## config.mk

```make
export PLATFORM = sky130hd
export DESIGN_NAME = mhs_host_link
export DESIGN_NICKNAME = d
export VERILOG_FILES = /design/src/logic/mhs_word_mem.v /design/src/logic/mhs_host_link.v
export VERILOG_INCLUDE_DIRS = /design/src /design/src/inc
export SDC_FILE = /design/constraint.sdc
export NUM_CORES = 2
export LEC_CHECK = 0
export BUFFER_PORTS_ARGS = -buffer_cell sky130_fd_sc_hd__buf_2
export CAP_MARGIN = 10
export CELL_PAD_IN_SITES_DETAIL_PLACEMENT = 0
export CELL_PAD_IN_SITES_GLOBAL_PLACEMENT = 1
export CORE_AREA = 2 2 387 389
export CTS_CLUSTER_DIAMETER = 100
export DETAILED_ROUTE_END_ITERATION = 10
export DIE_AREA = 0 0 389 391
export PLACE_DENSITY_LB_ADDON = 0.1
export REMOVE_ABC_BUFFERS = 1
export SLEW_MARGIN = 20
export SYNTH_ARGS = -nofsm -noshare
export SYNTH_HDL_FRONTEND = slang
export SYNTH_SLANG_ARGS = --single-unit
```

## constraint.sdc

```tcl
create_clock -name pclk -period 4.5 [get_ports pclk]
set_input_delay 0.675 -clock pclk [delete_from_list [all_inputs] [get_ports pclk]]
set_output_delay 0.675 -clock pclk [all_outputs]
set_load 0.05 [all_outputs]
```

## src/inc/mhs_regs.vh

```
// Offsets, field positions, reset values and timing figures of the host sync link
`ifndef MHS_REGS_VH
`define MHS_REGS_VH

// APB byte offsets
`define MHS_APB_STATUS 8'h00
`define MHS_APB_MASK 8'h04
`define MHS_APB_SETUP 8'h08
`define MHS_APB_CTRL 8'h0C
`define MHS_APB_EVENT 8'h10
`define MHS_APB_LINK 8'h14
`define MHS_APB_MEM_SEL 2'h1

// Register indices seen by the UART host
`define MHS_IX_ENERGY_LAST 7'h08
`define MHS_IX_TEMP 7'h13
`define MHS_IX_STATUS 7'h14
`define MHS_IX_MASK 7'h15
`define MHS_IX_SETUP 7'h16
`define MHS_IX_COIL_A 7'h44
`define MHS_IX_COIL_C 7'h46

// Word memory slots
`define MHS_SLOT_TEMP 4'h9
`define MHS_SLOT_COIL_OFS 4'h6

// Command byte
`define MHS_CMD_WR_BIT 7

// Status word fields
`define MHS_ST_READY 0
`define MHS_ST_OVF 1
`define MHS_ST_UNINIT 2
`define MHS_ST_SAG 3
`define MHS_ST_CREEP 4
`define MHS_ST_OVERV 5
`define MHS_ST_OVERI 6
`define MHS_ST_GPIO 9
`define MHS_STATUS_MASK 32'h0000027F
`define MHS_STATUS_RST 32'h00000004

// Setup register fields and reset values
`define MHS_SETUP_CE_EN 4
`define MHS_SETUP_IRQ_EN 8
`define MHS_SETUP_RST 32'h00000000
`define MHS_MASK_RST 32'h00000000

// Timing
`define MHS_CLK_KHZ 25000
`define MHS_TIMEOUT_MS 10
`define MHS_PURGE_UP_MS 20
`define MHS_BOOT_UP_MS 370
`define MHS_BAUD_SLOW 9600
`define MHS_BAUD_FAST 38400

// Width in bits of the pending status-read counter
`define MHS_STAT_QW 4

`endif

```

## src/logic/mhs_word_mem.v

```verilog
// Small word memory with one write port and two registered read ports
`timescale 1ns/100ps
`default_nettype none

module mhs_word_mem #(
  parameter WIDTH = 32,
  parameter AW = 4
)(
  // Clock and reset
  input wire clk,
  input wire rst_n,
  // Write port
  input wire wr_en,
  input wire [AW-1:0] wr_addr,
  input wire [WIDTH-1:0] wr_data,
  // Read ports
  input wire [AW-1:0] rd_addr_a,
  output reg [WIDTH-1:0] rd_data_a,
  input wire [AW-1:0] rd_addr_b,
  output reg [WIDTH-1:0] rd_data_b
);

  reg [WIDTH-1:0] mem [0:(1<<AW)-1];

  // Array itself is not reset, so it maps onto plain RAM
  always @(posedge clk)
  begin
    if (wr_en)
      mem[wr_addr] <= wr_data;
  end

  always @(posedge clk or negedge rst_n)
  begin
    if (!rst_n)
    begin
      rd_data_a <= {WIDTH{1'b0}};
      rd_data_b <= {WIDTH{1'b0}};
    end
    else
    begin
      rd_data_a <= mem[rd_addr_a];
      rd_data_b <= mem[rd_addr_b];
    end
  end

endmodule
`default_nettype wire

```

## src/logic/mhs_host_link.v

```verilog
// Host sync link: UART command port, status word, data-ready line and APB view
//
// The APB slave port and the placing of the registers were left to the implementer.
`timescale 1ns/100ps
`default_nettype none
`include "mhs_regs.vh"

module mhs_host_link #(
  parameter [23:0] TIMEOUT_CYC = `MHS_TIMEOUT_MS * `MHS_CLK_KHZ,
  parameter [23:0] PURGE_UP_CYC = `MHS_PURGE_UP_MS * `MHS_CLK_KHZ,
  parameter [23:0] BOOT_UP_CYC = `MHS_BOOT_UP_MS * `MHS_CLK_KHZ,
  parameter [15:0] DIV_SLOW = `MHS_CLK_KHZ * 1000 / `MHS_BAUD_SLOW,
  parameter [15:0] DIV_FAST = `MHS_CLK_KHZ * 1000 / `MHS_BAUD_FAST
)(
  // Clock and reset
  input wire pclk,
  input wire presetn,
  // APB slave
  input wire psel,
  input wire penable,
  input wire pwrite,
  input wire [7:0] paddr,
  input wire [31:0] pwdata,
  output reg [31:0] prdata,
  output reg pready,
  output reg pslverr,
  // Host pins
  input wire uart_rx,
  output reg uart_tx,
  output reg data_ready_irq_n,
  input wire hw_reset_n,
  input wire serial_port_purge_n,
  input wire line_speed_select,
  input wire pulse_polarity_select,
  // Metering side
  output reg pulse_polarity,
  output wire compute_enable
);

  localparam STAT_QW = `MHS_STAT_QW;
  localparam [4:0] SYNC_RST = 5'h07;
  localparam CMD_IDLE = 1'b0;
  localparam CMD_DATA = 1'b1;
  localparam [1:0] RX_IDLE = 2'h0;
  localparam [1:0] RX_START = 2'h1;
  localparam [1:0] RX_DATA = 2'h2;
  localparam [1:0] RX_STOP = 2'h3;
  localparam [1:0] TX_IDLE = 2'h0;
  localparam [1:0] TX_PICK = 2'h1;
  localparam [1:0] TX_LOAD = 2'h2;
  localparam [1:0] TX_SHIFT = 2'h3;

  // Maps a host index to {valid, memory slot}
  function [4:0] uart_slot;
    input [6:0] a;
    begin
      if (a <= `MHS_IX_ENERGY_LAST)
        uart_slot = {1'b1, a[3:0]};
      else if (a == `MHS_IX_TEMP)
        uart_slot = {1'b1, `MHS_SLOT_TEMP};
      else if (a >= `MHS_IX_COIL_A && a <= `MHS_IX_COIL_C)
        uart_slot = {1'b1, a[3:0] + `MHS_SLOT_COIL_OFS};
      else
        uart_slot = 5'h00;
    end
  endfunction

  // ----------------------------------------------------------------
  // Pin synchronisers
  // ----------------------------------------------------------------
  wire [4:0] pin_raw;
  reg [4:0] sync_a;
  reg [4:0] sync_b;
  assign pin_raw = {pulse_polarity_select, line_speed_select, serial_port_purge_n,
                    hw_reset_n, uart_rx};
  genvar gi;
  generate
    for (gi = 0; gi < 5; gi = gi + 1)
    begin : g_sync
      always @(posedge pclk or negedge presetn)
      begin
        if (!presetn)
        begin
          sync_a[gi] <= SYNC_RST[gi];
          sync_b[gi] <= SYNC_RST[gi];
        end
        else
        begin
          sync_a[gi] <= pin_raw[gi];
          sync_b[gi] <= sync_a[gi];
        end
      end
    end
  endgenerate

  wire rx_in = sync_b[0];
  wire hw_clr = ~sync_b[1];
  wire purge = ~sync_b[2];
  wire link_clr = hw_clr | purge;

  // ----------------------------------------------------------------
  // Start-up delay and straps
  // ----------------------------------------------------------------
  reg uart_up;
  reg up_from_purge;
  reg [23:0] up_cnt;
  reg line_fast;
  wire [23:0] up_lim = up_from_purge ? PURGE_UP_CYC : BOOT_UP_CYC;
  wire [15:0] bit_div = line_fast ? DIV_FAST : DIV_SLOW;

  always @(posedge pclk or negedge presetn)
  begin
    if (!presetn)
    begin
      uart_up <= 1'b0;
      up_from_purge <= 1'b0;
      up_cnt <= 24'h000000;
    end
    else if (hw_clr)
    begin
      uart_up <= 1'b0;
      up_from_purge <= 1'b0;
      up_cnt <= 24'h000000;
    end
    else if (purge)
    begin
      uart_up <= 1'b0;
      up_from_purge <= 1'b1;
      up_cnt <= 24'h000000;
    end
    else if (!uart_up)
    begin
      if (up_cnt == up_lim - 24'h000001)
        uart_up <= 1'b1;
      up_cnt <= up_cnt + 24'h000001;
    end
  end

  // Straps keep following the pins until the UART is up, so a purge re-reads them
  always @(posedge pclk or negedge presetn)
  begin
    if (!presetn)
    begin
      line_fast <= 1'b0;
      pulse_polarity <= 1'b0;
    end
    else if (!uart_up)
    begin
      line_fast <= sync_b[3];
      pulse_polarity <= sync_b[4];
    end
  end

  // ----------------------------------------------------------------
  // UART receiver, 8N1
  // ----------------------------------------------------------------
  reg [1:0] rx_st;
  reg [15:0] rx_div;
  reg [2:0] rx_bit;
  reg [7:0] rx_byte;
  reg rx_done;

  always @(posedge pclk or negedge presetn)
  begin
    if (!presetn)
    begin
      rx_st <= RX_IDLE;
      rx_div <= 16'h0000;
      rx_bit <= 3'h0;
      rx_byte <= 8'h00;
      rx_done <= 1'b0;
    end
    else
    begin
      rx_done <= 1'b0;
      if (link_clr || !uart_up)
        rx_st <= RX_IDLE;
      else
        case (rx_st)
          RX_IDLE:
            if (!rx_in)
            begin
              rx_st <= RX_START;
              rx_div <= {1'b0, bit_div[15:1]};
            end
          RX_START:
            if (rx_div != 16'h0000)
              rx_div <= rx_div - 16'h0001;
            else if (!rx_in)
            begin
              rx_st <= RX_DATA;
              rx_div <= bit_div - 16'h0001;
              rx_bit <= 3'h0;
            end
            else
              rx_st <= RX_IDLE;
          RX_DATA:
            if (rx_div != 16'h0000)
              rx_div <= rx_div - 16'h0001;
            else
            begin
              rx_byte <= {rx_in, rx_byte[7:1]};
              rx_div <= bit_div - 16'h0001;
              rx_bit <= rx_bit + 3'h1;
              if (rx_bit == 3'h7)
                rx_st <= RX_STOP;
            end
          RX_STOP:
            if (rx_div != 16'h0000)
              rx_div <= rx_div - 16'h0001;
            else
            begin
              rx_st <= RX_IDLE;
              // Framing error drops the byte silently
              rx_done <= rx_in;
            end
          default:
            rx_st <= RX_IDLE;
        endcase
    end
  end

  // ----------------------------------------------------------------
  // Command parser
  // ----------------------------------------------------------------
  reg cmd_st;
  reg [6:0] cmd_addr;
  reg [31:0] cmd_data;
  reg [1:0] cmd_cnt;
  reg [23:0] idle_cnt;
  reg wr_done;
  reg tout;
  reg [STAT_QW-1:0] stat_pend;
  reg other_pend;
  reg [6:0] other_addr;
  reg [1:0] tx_st;
  reg post_busy;
  wire take_other = (tx_st == TX_IDLE) && other_pend && uart_up;
  wire take_stat = (tx_st == TX_IDLE) && !other_pend && (stat_pend != {STAT_QW{1'b0}}) &&
                   !post_busy && uart_up;
  wire stat_inc = rx_done && (cmd_st == CMD_IDLE) && !rx_byte[`MHS_CMD_WR_BIT] &&
                  (rx_byte[6:0] == `MHS_IX_STATUS) && (stat_pend != {STAT_QW{1'b1}});

  always @(posedge pclk or negedge presetn)
  begin
    if (!presetn)
    begin
      cmd_st <= CMD_IDLE;
      cmd_addr <= 7'h00;
      cmd_data <= 32'h00000000;
      cmd_cnt <= 2'h0;
      idle_cnt <= 24'h000000;
      wr_done <= 1'b0;
      tout <= 1'b0;
      stat_pend <= {STAT_QW{1'b0}};
      other_pend <= 1'b0;
      other_addr <= 7'h00;
    end
    else
    begin
      wr_done <= 1'b0;
      tout <= 1'b0;
      if (link_clr)
      begin
        cmd_st <= CMD_IDLE;
        stat_pend <= {STAT_QW{1'b0}};
        other_pend <= 1'b0;
      end
      else
      begin
        if (take_other)
          other_pend <= 1'b0;
        stat_pend <= stat_pend + {{(STAT_QW-1){1'b0}}, stat_inc} -
                     {{(STAT_QW-1){1'b0}}, take_stat};
        case (cmd_st)
          CMD_IDLE:
            if (rx_done)
            begin
              cmd_addr <= rx_byte[6:0];
              cmd_cnt <= 2'h0;
              idle_cnt <= 24'h000000;
              if (rx_byte[`MHS_CMD_WR_BIT])
                cmd_st <= CMD_DATA;
              else if (rx_byte[6:0] != `MHS_IX_STATUS)
              begin
                other_pend <= 1'b1;
                other_addr <= rx_byte[6:0];
              end
            end
          CMD_DATA:
            if (rx_done)
            begin
              cmd_data <= {cmd_data[23:0], rx_byte};
              idle_cnt <= 24'h000000;
              cmd_cnt <= cmd_cnt + 2'h1;
              if (cmd_cnt == 2'h3)
              begin
                cmd_st <= CMD_IDLE;
                wr_done <= 1'b1;
              end
            end
            else if (idle_cnt == TIMEOUT_CYC - 24'h000001)
            begin
              cmd_st <= CMD_IDLE;
              tout <= 1'b1;
            end
            else
              idle_cnt <= idle_cnt + 24'h000001;
          default:
            cmd_st <= CMD_IDLE;
        endcase
      end
    end
  end

  // ----------------------------------------------------------------
  // Status word, setup, mask and data-ready line
  // ----------------------------------------------------------------
  reg [31:0] status;
  reg [31:0] next_status;
  reg [31:0] irq_mask;
  reg [31:0] setup;
  reg irq_armed;
  reg tx_is_stat;
  reg [6:0] tx_addr;
  wire apb_wr = psel && penable && pready && pwrite;
  wire apb_aligned = (paddr[1:0] == 2'h0);
  wire apb_mem = apb_aligned && (paddr[7:6] == `MHS_APB_MEM_SEL);
  wire apb_wr_event = apb_wr && (paddr == `MHS_APB_EVENT);
  wire fresh_evt = apb_wr_event && pwdata[`MHS_ST_READY];
  wire energy_read = (tx_st == TX_PICK) && !tx_is_stat && (tx_addr <= `MHS_IX_ENERGY_LAST);
  assign compute_enable = setup[`MHS_SETUP_CE_EN];

  // Clears first, sets last: an event in the clearing cycle survives
  always @*
  begin
    next_status = status;
    if (apb_wr && (paddr == `MHS_APB_STATUS))
      next_status = next_status & ~pwdata;
    if (wr_done && (cmd_addr == `MHS_IX_STATUS))
      next_status = next_status & ~cmd_data;
    if (energy_read)
      next_status[`MHS_ST_READY] = 1'b0;
    if (apb_wr_event)
      next_status = next_status | pwdata;
    if (tout)
      next_status[`MHS_ST_UNINIT] = 1'b1;
    next_status = next_status & `MHS_STATUS_MASK;
  end

  // Purge leaves this state alone so metering keeps running
  always @(posedge pclk or negedge presetn)
  begin
    if (!presetn)
    begin
      status <= `MHS_STATUS_RST;
      irq_mask <= `MHS_MASK_RST;
      setup <= `MHS_SETUP_RST;
      post_busy <= 1'b0;
      data_ready_irq_n <= 1'b1;
      irq_armed <= 1'b0;
    end
    else if (hw_clr)
    begin
      status <= `MHS_STATUS_RST;
      irq_mask <= `MHS_MASK_RST;
      setup <= `MHS_SETUP_RST;
      post_busy <= 1'b0;
      data_ready_irq_n <= 1'b1;
      irq_armed <= 1'b0;
    end
    else
    begin
      status <= next_status;
      if (apb_wr && (paddr == `MHS_APB_MASK))
        irq_mask <= pwdata;
      else if (wr_done && (cmd_addr == `MHS_IX_MASK))
        irq_mask <= cmd_data;
      if (apb_wr && (paddr == `MHS_APB_SETUP))
        setup <= pwdata;
      else if (wr_done && (cmd_addr == `MHS_IX_SETUP))
        setup <= cmd_data;
      if (apb_wr && (paddr == `MHS_APB_CTRL))
        post_busy <= pwdata[0];
      // Fresh data win over a read in the same cycle only if armed, enabled and unmasked; otherwise the read wins and releases the line
      if (fresh_evt && irq_armed && setup[`MHS_SETUP_IRQ_EN] &&
          irq_mask[`MHS_ST_READY])
      begin
        data_ready_irq_n <= 1'b0;
        irq_armed <= 1'b0;
      end
      else if (energy_read)
      begin
        data_ready_irq_n <= 1'b1;
        irq_armed <= 1'b1;
      end
    end
  end

  // ----------------------------------------------------------------
  // Word memory: energy snapshots, nominal temperature, coil feeds
  // ----------------------------------------------------------------
  reg uw_pend;
  reg [3:0] uw_slot;
  reg [31:0] uw_data;
  wire [31:0] rd_data_a;
  wire [31:0] rd_data_b;
  wire [4:0] wr_slot = uart_slot(cmd_addr);
  wire [4:0] other_slot = uart_slot(other_addr);
  wire apb_wr_mem = apb_wr && apb_mem;
  wire uw_ok = wr_done && wr_slot[4] && (cmd_addr > `MHS_IX_ENERGY_LAST);

  // Host writes yield to APB writes and retry the next free cycle
  always @(posedge pclk or negedge presetn)
  begin
    if (!presetn)
    begin
      uw_pend <= 1'b0;
      uw_slot <= 4'h0;
      uw_data <= 32'h00000000;
    end
    else if (uw_ok)
    begin
      uw_pend <= 1'b1;
      uw_slot <= wr_slot[3:0];
      uw_data <= cmd_data;
    end
    else if (!apb_wr_mem)
      uw_pend <= 1'b0;
  end

  mhs_word_mem #(
    .WIDTH(32),
    .AW(4)
  ) u_mem (
    .clk(pclk),
    .rst_n(presetn),
    .wr_en(apb_wr_mem | uw_pend),
    .wr_addr(apb_wr_mem ? paddr[5:2] : uw_slot),
    .wr_data(apb_wr_mem ? pwdata : uw_data),
    .rd_addr_a(paddr[5:2]),
    .rd_data_a(rd_data_a),
    .rd_addr_b(other_slot[3:0]),
    .rd_data_b(rd_data_b)
  );

  // ----------------------------------------------------------------
  // Response transmitter: four bytes, most significant first
  // ----------------------------------------------------------------
  reg tx_slot_ok;
  reg [31:0] tx_word;
  reg [31:0] word_sel;
  reg [8:0] tx_shift;
  reg [3:0] tx_cnt;
  reg [15:0] tx_div;
  reg [1:0] tx_left;

  always @*
  begin
    if (tx_is_stat)
      word_sel = status;
    else if (tx_addr == `MHS_IX_MASK)
      word_sel = irq_mask;
    else if (tx_addr == `MHS_IX_SETUP)
      word_sel = setup;
    else if (tx_slot_ok)
      word_sel = rd_data_b;
    else
      word_sel = 32'h00000000;
  end

  always @(posedge pclk or negedge presetn)
  begin
    if (!presetn)
    begin
      tx_st <= TX_IDLE;
      uart_tx <= 1'b1;
      tx_is_stat <= 1'b0;
      tx_addr <= 7'h00;
      tx_slot_ok <= 1'b0;
      tx_word <= 32'h00000000;
      tx_shift <= 9'h000;
      tx_cnt <= 4'h0;
      tx_div <= 16'h0000;
      tx_left <= 2'h0;
    end
    else if (link_clr)
    begin
      tx_st <= TX_IDLE;
      uart_tx <= 1'b1;
    end
    else
      case (tx_st)
        TX_IDLE:
          if (take_other)
          begin
            tx_is_stat <= 1'b0;
            tx_addr <= other_addr;
            tx_slot_ok <= other_slot[4];
            tx_st <= TX_PICK;
          end
          else if (take_stat)
          begin
            tx_is_stat <= 1'b1;
            tx_st <= TX_PICK;
          end
        TX_PICK:
        begin
          tx_word <= word_sel;
          tx_left <= 2'h3;
          tx_st <= TX_LOAD;
        end
        TX_LOAD:
        begin
          uart_tx <= 1'b0;
          tx_shift <= {1'b1, tx_word[31:24]};
          tx_word <= {tx_word[23:0], 8'h00};
          tx_cnt <= 4'h9;
          tx_div <= bit_div - 16'h0001;
          tx_st <= TX_SHIFT;
        end
        TX_SHIFT:
          if (tx_div != 16'h0000)
            tx_div <= tx_div - 16'h0001;
          else if (tx_cnt == 4'h0)
          begin
            tx_left <= tx_left - 2'h1;
            tx_st <= (tx_left == 2'h0) ? TX_IDLE : TX_LOAD;
          end
          else
          begin
            uart_tx <= tx_shift[0];
            tx_shift <= {1'b0, tx_shift[8:1]};
            tx_cnt <= tx_cnt - 4'h1;
            tx_div <= bit_div - 16'h0001;
          end
        default:
          tx_st <= TX_IDLE;
      endcase
  end

  // ----------------------------------------------------------------
  // APB slave, one wait state
  // ----------------------------------------------------------------
  reg [31:0] apb_rdata;
  reg apb_err;

  always @*
  begin
    apb_rdata = 32'h00000000;
    apb_err = 1'b0;
    if (!apb_aligned)
      apb_err = 1'b1;
    else if (apb_mem)
      apb_rdata = rd_data_a;
    else
      case (paddr)
        `MHS_APB_STATUS: apb_rdata = status;
        `MHS_APB_MASK: apb_rdata = irq_mask;
        `MHS_APB_SETUP: apb_rdata = setup;
        `MHS_APB_CTRL: apb_rdata = {31'h00000000, post_busy};
        `MHS_APB_EVENT: apb_rdata = 32'h00000000;
        `MHS_APB_LINK: apb_rdata = {{(28-STAT_QW){1'b0}}, stat_pend, other_pend, line_fast,
                                    pulse_polarity, uart_up};
        default: apb_err = 1'b1;
      endcase
  end

  always @(posedge pclk or negedge presetn)
  begin
    if (!presetn)
    begin
      pready <= 1'b0;
      prdata <= 32'h00000000;
      pslverr <= 1'b0;
    end
    else if (psel && penable && !pready)
    begin
      pready <= 1'b1;
      prdata <= pwrite ? 32'h00000000 : apb_rdata;
      pslverr <= apb_err;
    end
    else
    begin
      pready <= 1'b0;
      pslverr <= 1'b0;
    end
  end

endmodule
`default_nettype wire

```

# ---- Word-level counts from Yosys, hierarchy flattened
# Memories as Yosys holds them, arrays and structs flattened. A register that Yosys moved wholly into a read port is not among the register bits.
# Index checks and enable logic that the tools add are counted.
# Widths: inputs -> output; s select.
dict set report word_totals {
  ramBits 512
  latchBits 0
  reg_bits 371
  memories 1
  output_inout_bits 38
  mem_bits_ro 0
}
# memory depth width rd rd_clocked_by_memory_dff write_ports line_no
set memory_table {}
lappend memory_table {u_mem.mem 16 32 2 2 1 mhs_word_mem.v:23} ;# reg [WIDTH-1:0] mem [0:(1<<AW)-1];
dict set report op_classes {
  n_mux 130
  mul 0
  div 0
  n_reduce_logical 76
  n_lt_le_gt_ge 8
  bitwise 14
  shifts 0
  add_sub_neg 14
  n_eq_ne 55
}
# operator count
set ops {}
lappend ops {{$mux 32} 14}
lappend ops {{$mux 24} 7}
lappend ops {{$pmux 32 s5} 1}
lappend ops {{$mux 16} 7}
lappend ops {{$pmux 16 s4} 1}
lappend ops {{$pmux 32 s2} 1}
lappend ops {{$eq 7x5->1 const B} 8}
lappend ops {{$mux 1} 51}
lappend ops {{$add 24x1->24 const B} 2}
lappend ops {{$pmux 24 s2} 1}
lappend ops {{$mux 10} 4}
lappend ops {{$ne 3x3->1 const B} 12}
lappend ops {{$logic_and 1x1->1} 34}
lappend ops {{$mux 2} 17}
lappend ops {{$pmux 16 s2} 1}
lappend ops {{$reduce_bool 16->1} 2}
lappend ops {{$sub 16x1->16 const B} 2}
lappend ops {{$mux 5} 6}
lappend ops {{$reduce_and 3->1} 10}
lappend ops {{$eq 24x18->1 const B} 1}
lappend ops {{$eq 24x24->1} 1}
lappend ops {{$sub 24x1->24 const B} 1}
lappend ops {{$ne 2x2->1 const B} 11}
lappend ops {{$le 7x4->1 const B} 3}
lappend ops {{other kinds (48)} 99}

# ---- Depth between registers and ports, before layout
dict set report logic_depth {
  ltp_word 12
  mapped_depth 11
}

# ---- Hierarchy
# A second synthesis with hierarchy kept.
dict set report hier_totals {
  hier_cells 3026
  hier_area_um2 43370.3
}
# mod seq_area_each_um2 cells_each area_each_um2 n_inst
set by_module_without_submodules {}
lappend by_module_without_submodules {mhs_word_mem 16976.3 1141 24507.3 1}
lappend by_module_without_submodules {mhs_host_link 9245.1 1885 18863.1 1}

# ---- Least setup slack after synthesis
# Ideal clock, no wire load.
dict set report synth_timing {
  kind {input port to flip-flop}
  startpoint {in paddr[1]}
  endpoint {mem u_mem.mem[0][0] (enable)}
  stages 7
  path_slack_ns 0.358
  path_buffers 2
  arrival_time_ns 3.721
  cell_sequence {or3_4 -> nor2_1 -> nor2b_1 -> clkbuf_1 -> buf_1 -> a31oi_1 -> nor2_1}
}
dict set report synth_via {
  elab_chain_cells 6
  word_cells_on_any_way 7
  classes_between {mux (3); bitwise (1); reduce/logical (3)}
}
# element line_no
set synth_rtl {}
lappend synth_rtl {{from (decl)} mhs_host_link.v:22} ;# input wire [7:0] paddr,
lappend synth_rtl {{$logic_not 2->1 *} mhs_host_link.v:327} ;# wire apb_aligned = (paddr[1:0] == 2'h0);
lappend synth_rtl {{$logic_and 1x1->1 *} mhs_host_link.v:328} ;# wire apb_mem = apb_aligned && (paddr[7:6] == `MHS_APB_MEM_SEL);
lappend synth_rtl {{$logic_and 1x1->1 *} mhs_host_link.v:410} ;# wire apb_wr_mem = apb_wr && apb_mem;
lappend synth_rtl {{$or 1x1->1} mhs_host_link.v:438} ;# .wr_en(apb_wr_mem | uw_pend),
lappend synth_rtl {{$mux 1} mhs_word_mem.v:28} ;# if (wr_en)
lappend synth_rtl {{$mux 1 (not written as such)} mhs_word_mem.v:29} ;# mem[wr_addr] <= wr_data;
lappend synth_rtl {{to (decl)} mhs_word_mem.v:23}
# Every way passes the cells marked *; elsewhere a longest branch is shown, timed or not.

# ---- Worst setup path in the final report
dict set report layout_timing {
  startpoint {reg other_addr[2]}
  endpoint {reg u_mem.rd_data_b[30], read port of u_mem.mem}
}
dict set report layout_via {
  elab_chain_cells 5
  word_cells_on_any_way 9
  classes_between {add/sub (1); order compare (3); eq/ne (1); mux (3); reduce/logical (1)}
}
# element line_no
set layout_rtl {}
lappend layout_rtl {{from (decl)} mhs_host_link.v:235} ;# reg [6:0] other_addr;
lappend layout_rtl {{from (signal assigned)} mhs_host_link.v:287} ;# other_addr <= rx_byte[6:0];
lappend layout_rtl {{$ge 7x7->1 (no source line) or $le 7x7->1 (tied branches)} --}
lappend layout_rtl {{$logic_and 1x1->1 (no source line)} --}
lappend layout_rtl {{$mux 5} mhs_host_link.v:61} ;# else if (a >= `MHS_IX_COIL_A && a <= `MHS_IX_COIL_C)
lappend layout_rtl {{$mux 5} mhs_host_link.v:59} ;# else if (a == `MHS_IX_TEMP)
lappend layout_rtl {{$mux 5 *} mhs_host_link.v:57} ;# if (a <= `MHS_IX_ENERGY_LAST)
lappend layout_rtl {{to (decl)} mhs_word_mem.v:20} ;# output reg [WIDTH-1:0] rd_data_b
# Marks and branches as above.
# A chain may end at the register's enable or synchronous reset.

==> flow_summary.toml <==
[run_status]
status = "finished, final reports clean"

[floorplanning]
die_w_um = 389
die_y_um = 391
core_area_um2 = 149000
initial_utilization_pct = 29.7
dieArea_um2 = 152000
row_count = 142
io_pins = 88

[synthesis]
async_flop_share_pct = 45.8
yosysSeqAreaShare_pct = 59.4
syn_area_um2 = 44100
syn-instance-count = 3524
ys.flop_type = "edfxtp_1"
avgSynthCellArea_um2 = 12.5
yosys_warnings = 0
ys_types = 78
synth-edff-count = 512
ys_ff_latch = 945

[worst_setup_path]
worstPathRequired_ns = 5.00
reg2reg_setup_slack_ns = 1.05
crit_path_end_kind = "flop"
critical_path.max_fanout = 32
path_class = "reg2reg"
arrival_ns = 3.95
start_kind = "flop"

[global_route]
grt_max_degree = 129
grt_pass1_vias = 30597
antenna_found_initial = 10
grt-ovfl-total = 0
grt_use_total_pct = 21.5
grt_pass1_wl_mm = 235

[routing]
drtAntennaViolNets = 0
initialDrtViolationCount = 2467
vias_per_cell = 5.34
wl_per_cell_um = 29.1
wl_mm = 164
route.detailed.drc = 0
vias = 30142
drt_pass1_iterations = 6

[layout]
layout-drive-gt1-share_pct = 21.5
largest_register_ffs = 512
layout_common_cells = "nand2_1, edfxtp_1, dfrtp_1, nand3_1, mux4_2"
nets = 3687
area_growth_pct = 16.0
final_common_cell = "nand2_1"
largest-register = "u_mem.mem"

[timing]
period_minus_slack_ns = 3.45
totalNegativeSetupSlack_ns = 0
slew_viol_final = 0
hold_slack_ns = 0.217
worst-slew-pin-transition_ns = 1.11
max_freq_ghz = 0.290
finalHoldViolCount = 0
finalCritPeriodShare_pct = 76.7
grt_setup_unrepaired = "false"
maxSlewHeadroom_pct = 26.0
skew_ns = 0.0749
setup_viol = 0

[power_and_ir_drop]
leakage_nw = 20.9
power_density_nw_per_um2 = 365
peakVddDrop_v = 0.000305

[cts]
cts_root_buf = "clkbuf_16"
path_clk_slew_ns = 0.06
clockBufferDepth = 3
numCtsBuffers = 111
cts.sinks = 945
clkLatencyLatePin_ns = 0.76
cts_tree = "yes"
ctsHtreeMaxLevel = 3

[place]
dp_hpwl_mm = 98.6
io_buffers = 87
gp_congestion = 0.767

[flow_run]
drv_cap = 0

[hold_path]
min-delay-path-class = "in2reg"
through the flow:
step                worst slack (ns)  power, mW  utilization, %  instance area, µm²  cells
floorplan                      -5.37       9.54               -               43200   3288
global placement               0.524       9.94            32.0               47500   5430
detailed placement             0.545       9.94            32.0               47500   5430
CTS                             1.10       19.0            34.5               51200   5646
global route                   0.949       19.3            34.5               51200   5646
finish                          1.05       18.7            34.5               51200   5647
metal layers:
layer,GRT usage [%],up-vias,routed length [µm]
met5,0,-,22
met4,4.98,4,3610
met3,2.99,204,7600
met2,35.8,774,79100
met1,29.7,15751,74000
li1,-,13409,-
Yosys cell counts (27+ instances only):
library cell  instances  share of area [%]
o21ai_2              59                1.2
nor2_1              151                1.3
mux4_2              161                8.2
nor3_1               40               0.45
a222oi_1             30               0.68
clkbuf_1            189                1.6
nand2_1             594                5.1
o211ai_1             31               0.53
dfrtp_1             424                 24
o21ai_0              78               0.88
edfxtp_1            512                 35
nand3_1             335                3.8
mux2i_1             154                3.5
inv_1                50               0.43
ha_1                 31               0.88
mux2_2              145                3.7
nand4_1              27               0.38
a21oi_1             122                1.4
critical path, stage by stage (launching register included):
cell and delay [ns]:
dfrtp_1 0.53, ha_1 0.32, a21boi_0 0.54, nand3b_1 0.52
a21oi_1 0.38, o32ai_4 0.11, buf_4 0.40, nand3_1 0.17
o221ai_1 0.20
final timing paths:
kind	to	depth (start not counted)	startpoint
max	u_mem.rd_data_b[30]$_DFF_PN0_	8	other_addr[2]$_DFFE_PN0P_
min	irq_mask[16]$_DFFE_PN0P_	3	pwdata[16]
max reg2reg	u_mem.rd_data_b[30]$_DFF_PN0_	8	other_addr[2]$_DFFE_PN0P_
min reg2reg	sync_b[3]$_DFF_PN0_	0	sync_a[3]$_DFF_PN0_
max in group asynchronous	pready$_DFF_PN0_	3	presetn
min in group asynchronous	tx_word[28]$_DFFE_PN0P_	2	presetn
where the power goes:
group	switching [mW]	internal, mW	total (mW)
Sequential	0.0386	9.11	9.15
Clock	3.87	5.08	8.95
Combinational	0.381	0.223	0.604
Total	4.29	14.4	18.7
logic make-up after synthesis:
| logic type | after synthesis | share of synthesized area [%] |
|---|---|---|
| buffers and inverters | 287 | 2.61 |
| DFF | 945 | 59.4 |
| adders and majority gates | 32 | 0.924 |
| AOI/OAI and AO/OA | 485 | 7.76 |
| muxes | 460 | 15.4 |
| xor gates and xnor gates | 47 | 0.933 |
| and+or+nand+nor | 1268 | 13.0 |
area by class of cell:
| class | instances | area (µm²) |
|---|---|---|
| Fill cell | 14632 | 97300 |
| Sequential cell | 945 | 26200 |
| Multi-Input combinational cell | 2292 | 17100 |
| Clock buffer | 168 | 3230 |
| Tap cell | 1944 | 2430 |
| Timing Repair Buffer | 204 | 1690 |
| Clock inverter | 42 | 380 |
| Inverter | 51 | 193 |
| Antenna cell | 1 | 2.50 |
what timing repair did:
item | in CTS | in global routing
hold endpoints to repair | 54 | 0
hold buffers | 6 | 0
gates resized for setup | 0 | 0
buffers inserted | 0 | 0
No activity file was read; power rests on OpenSTA's default activity.
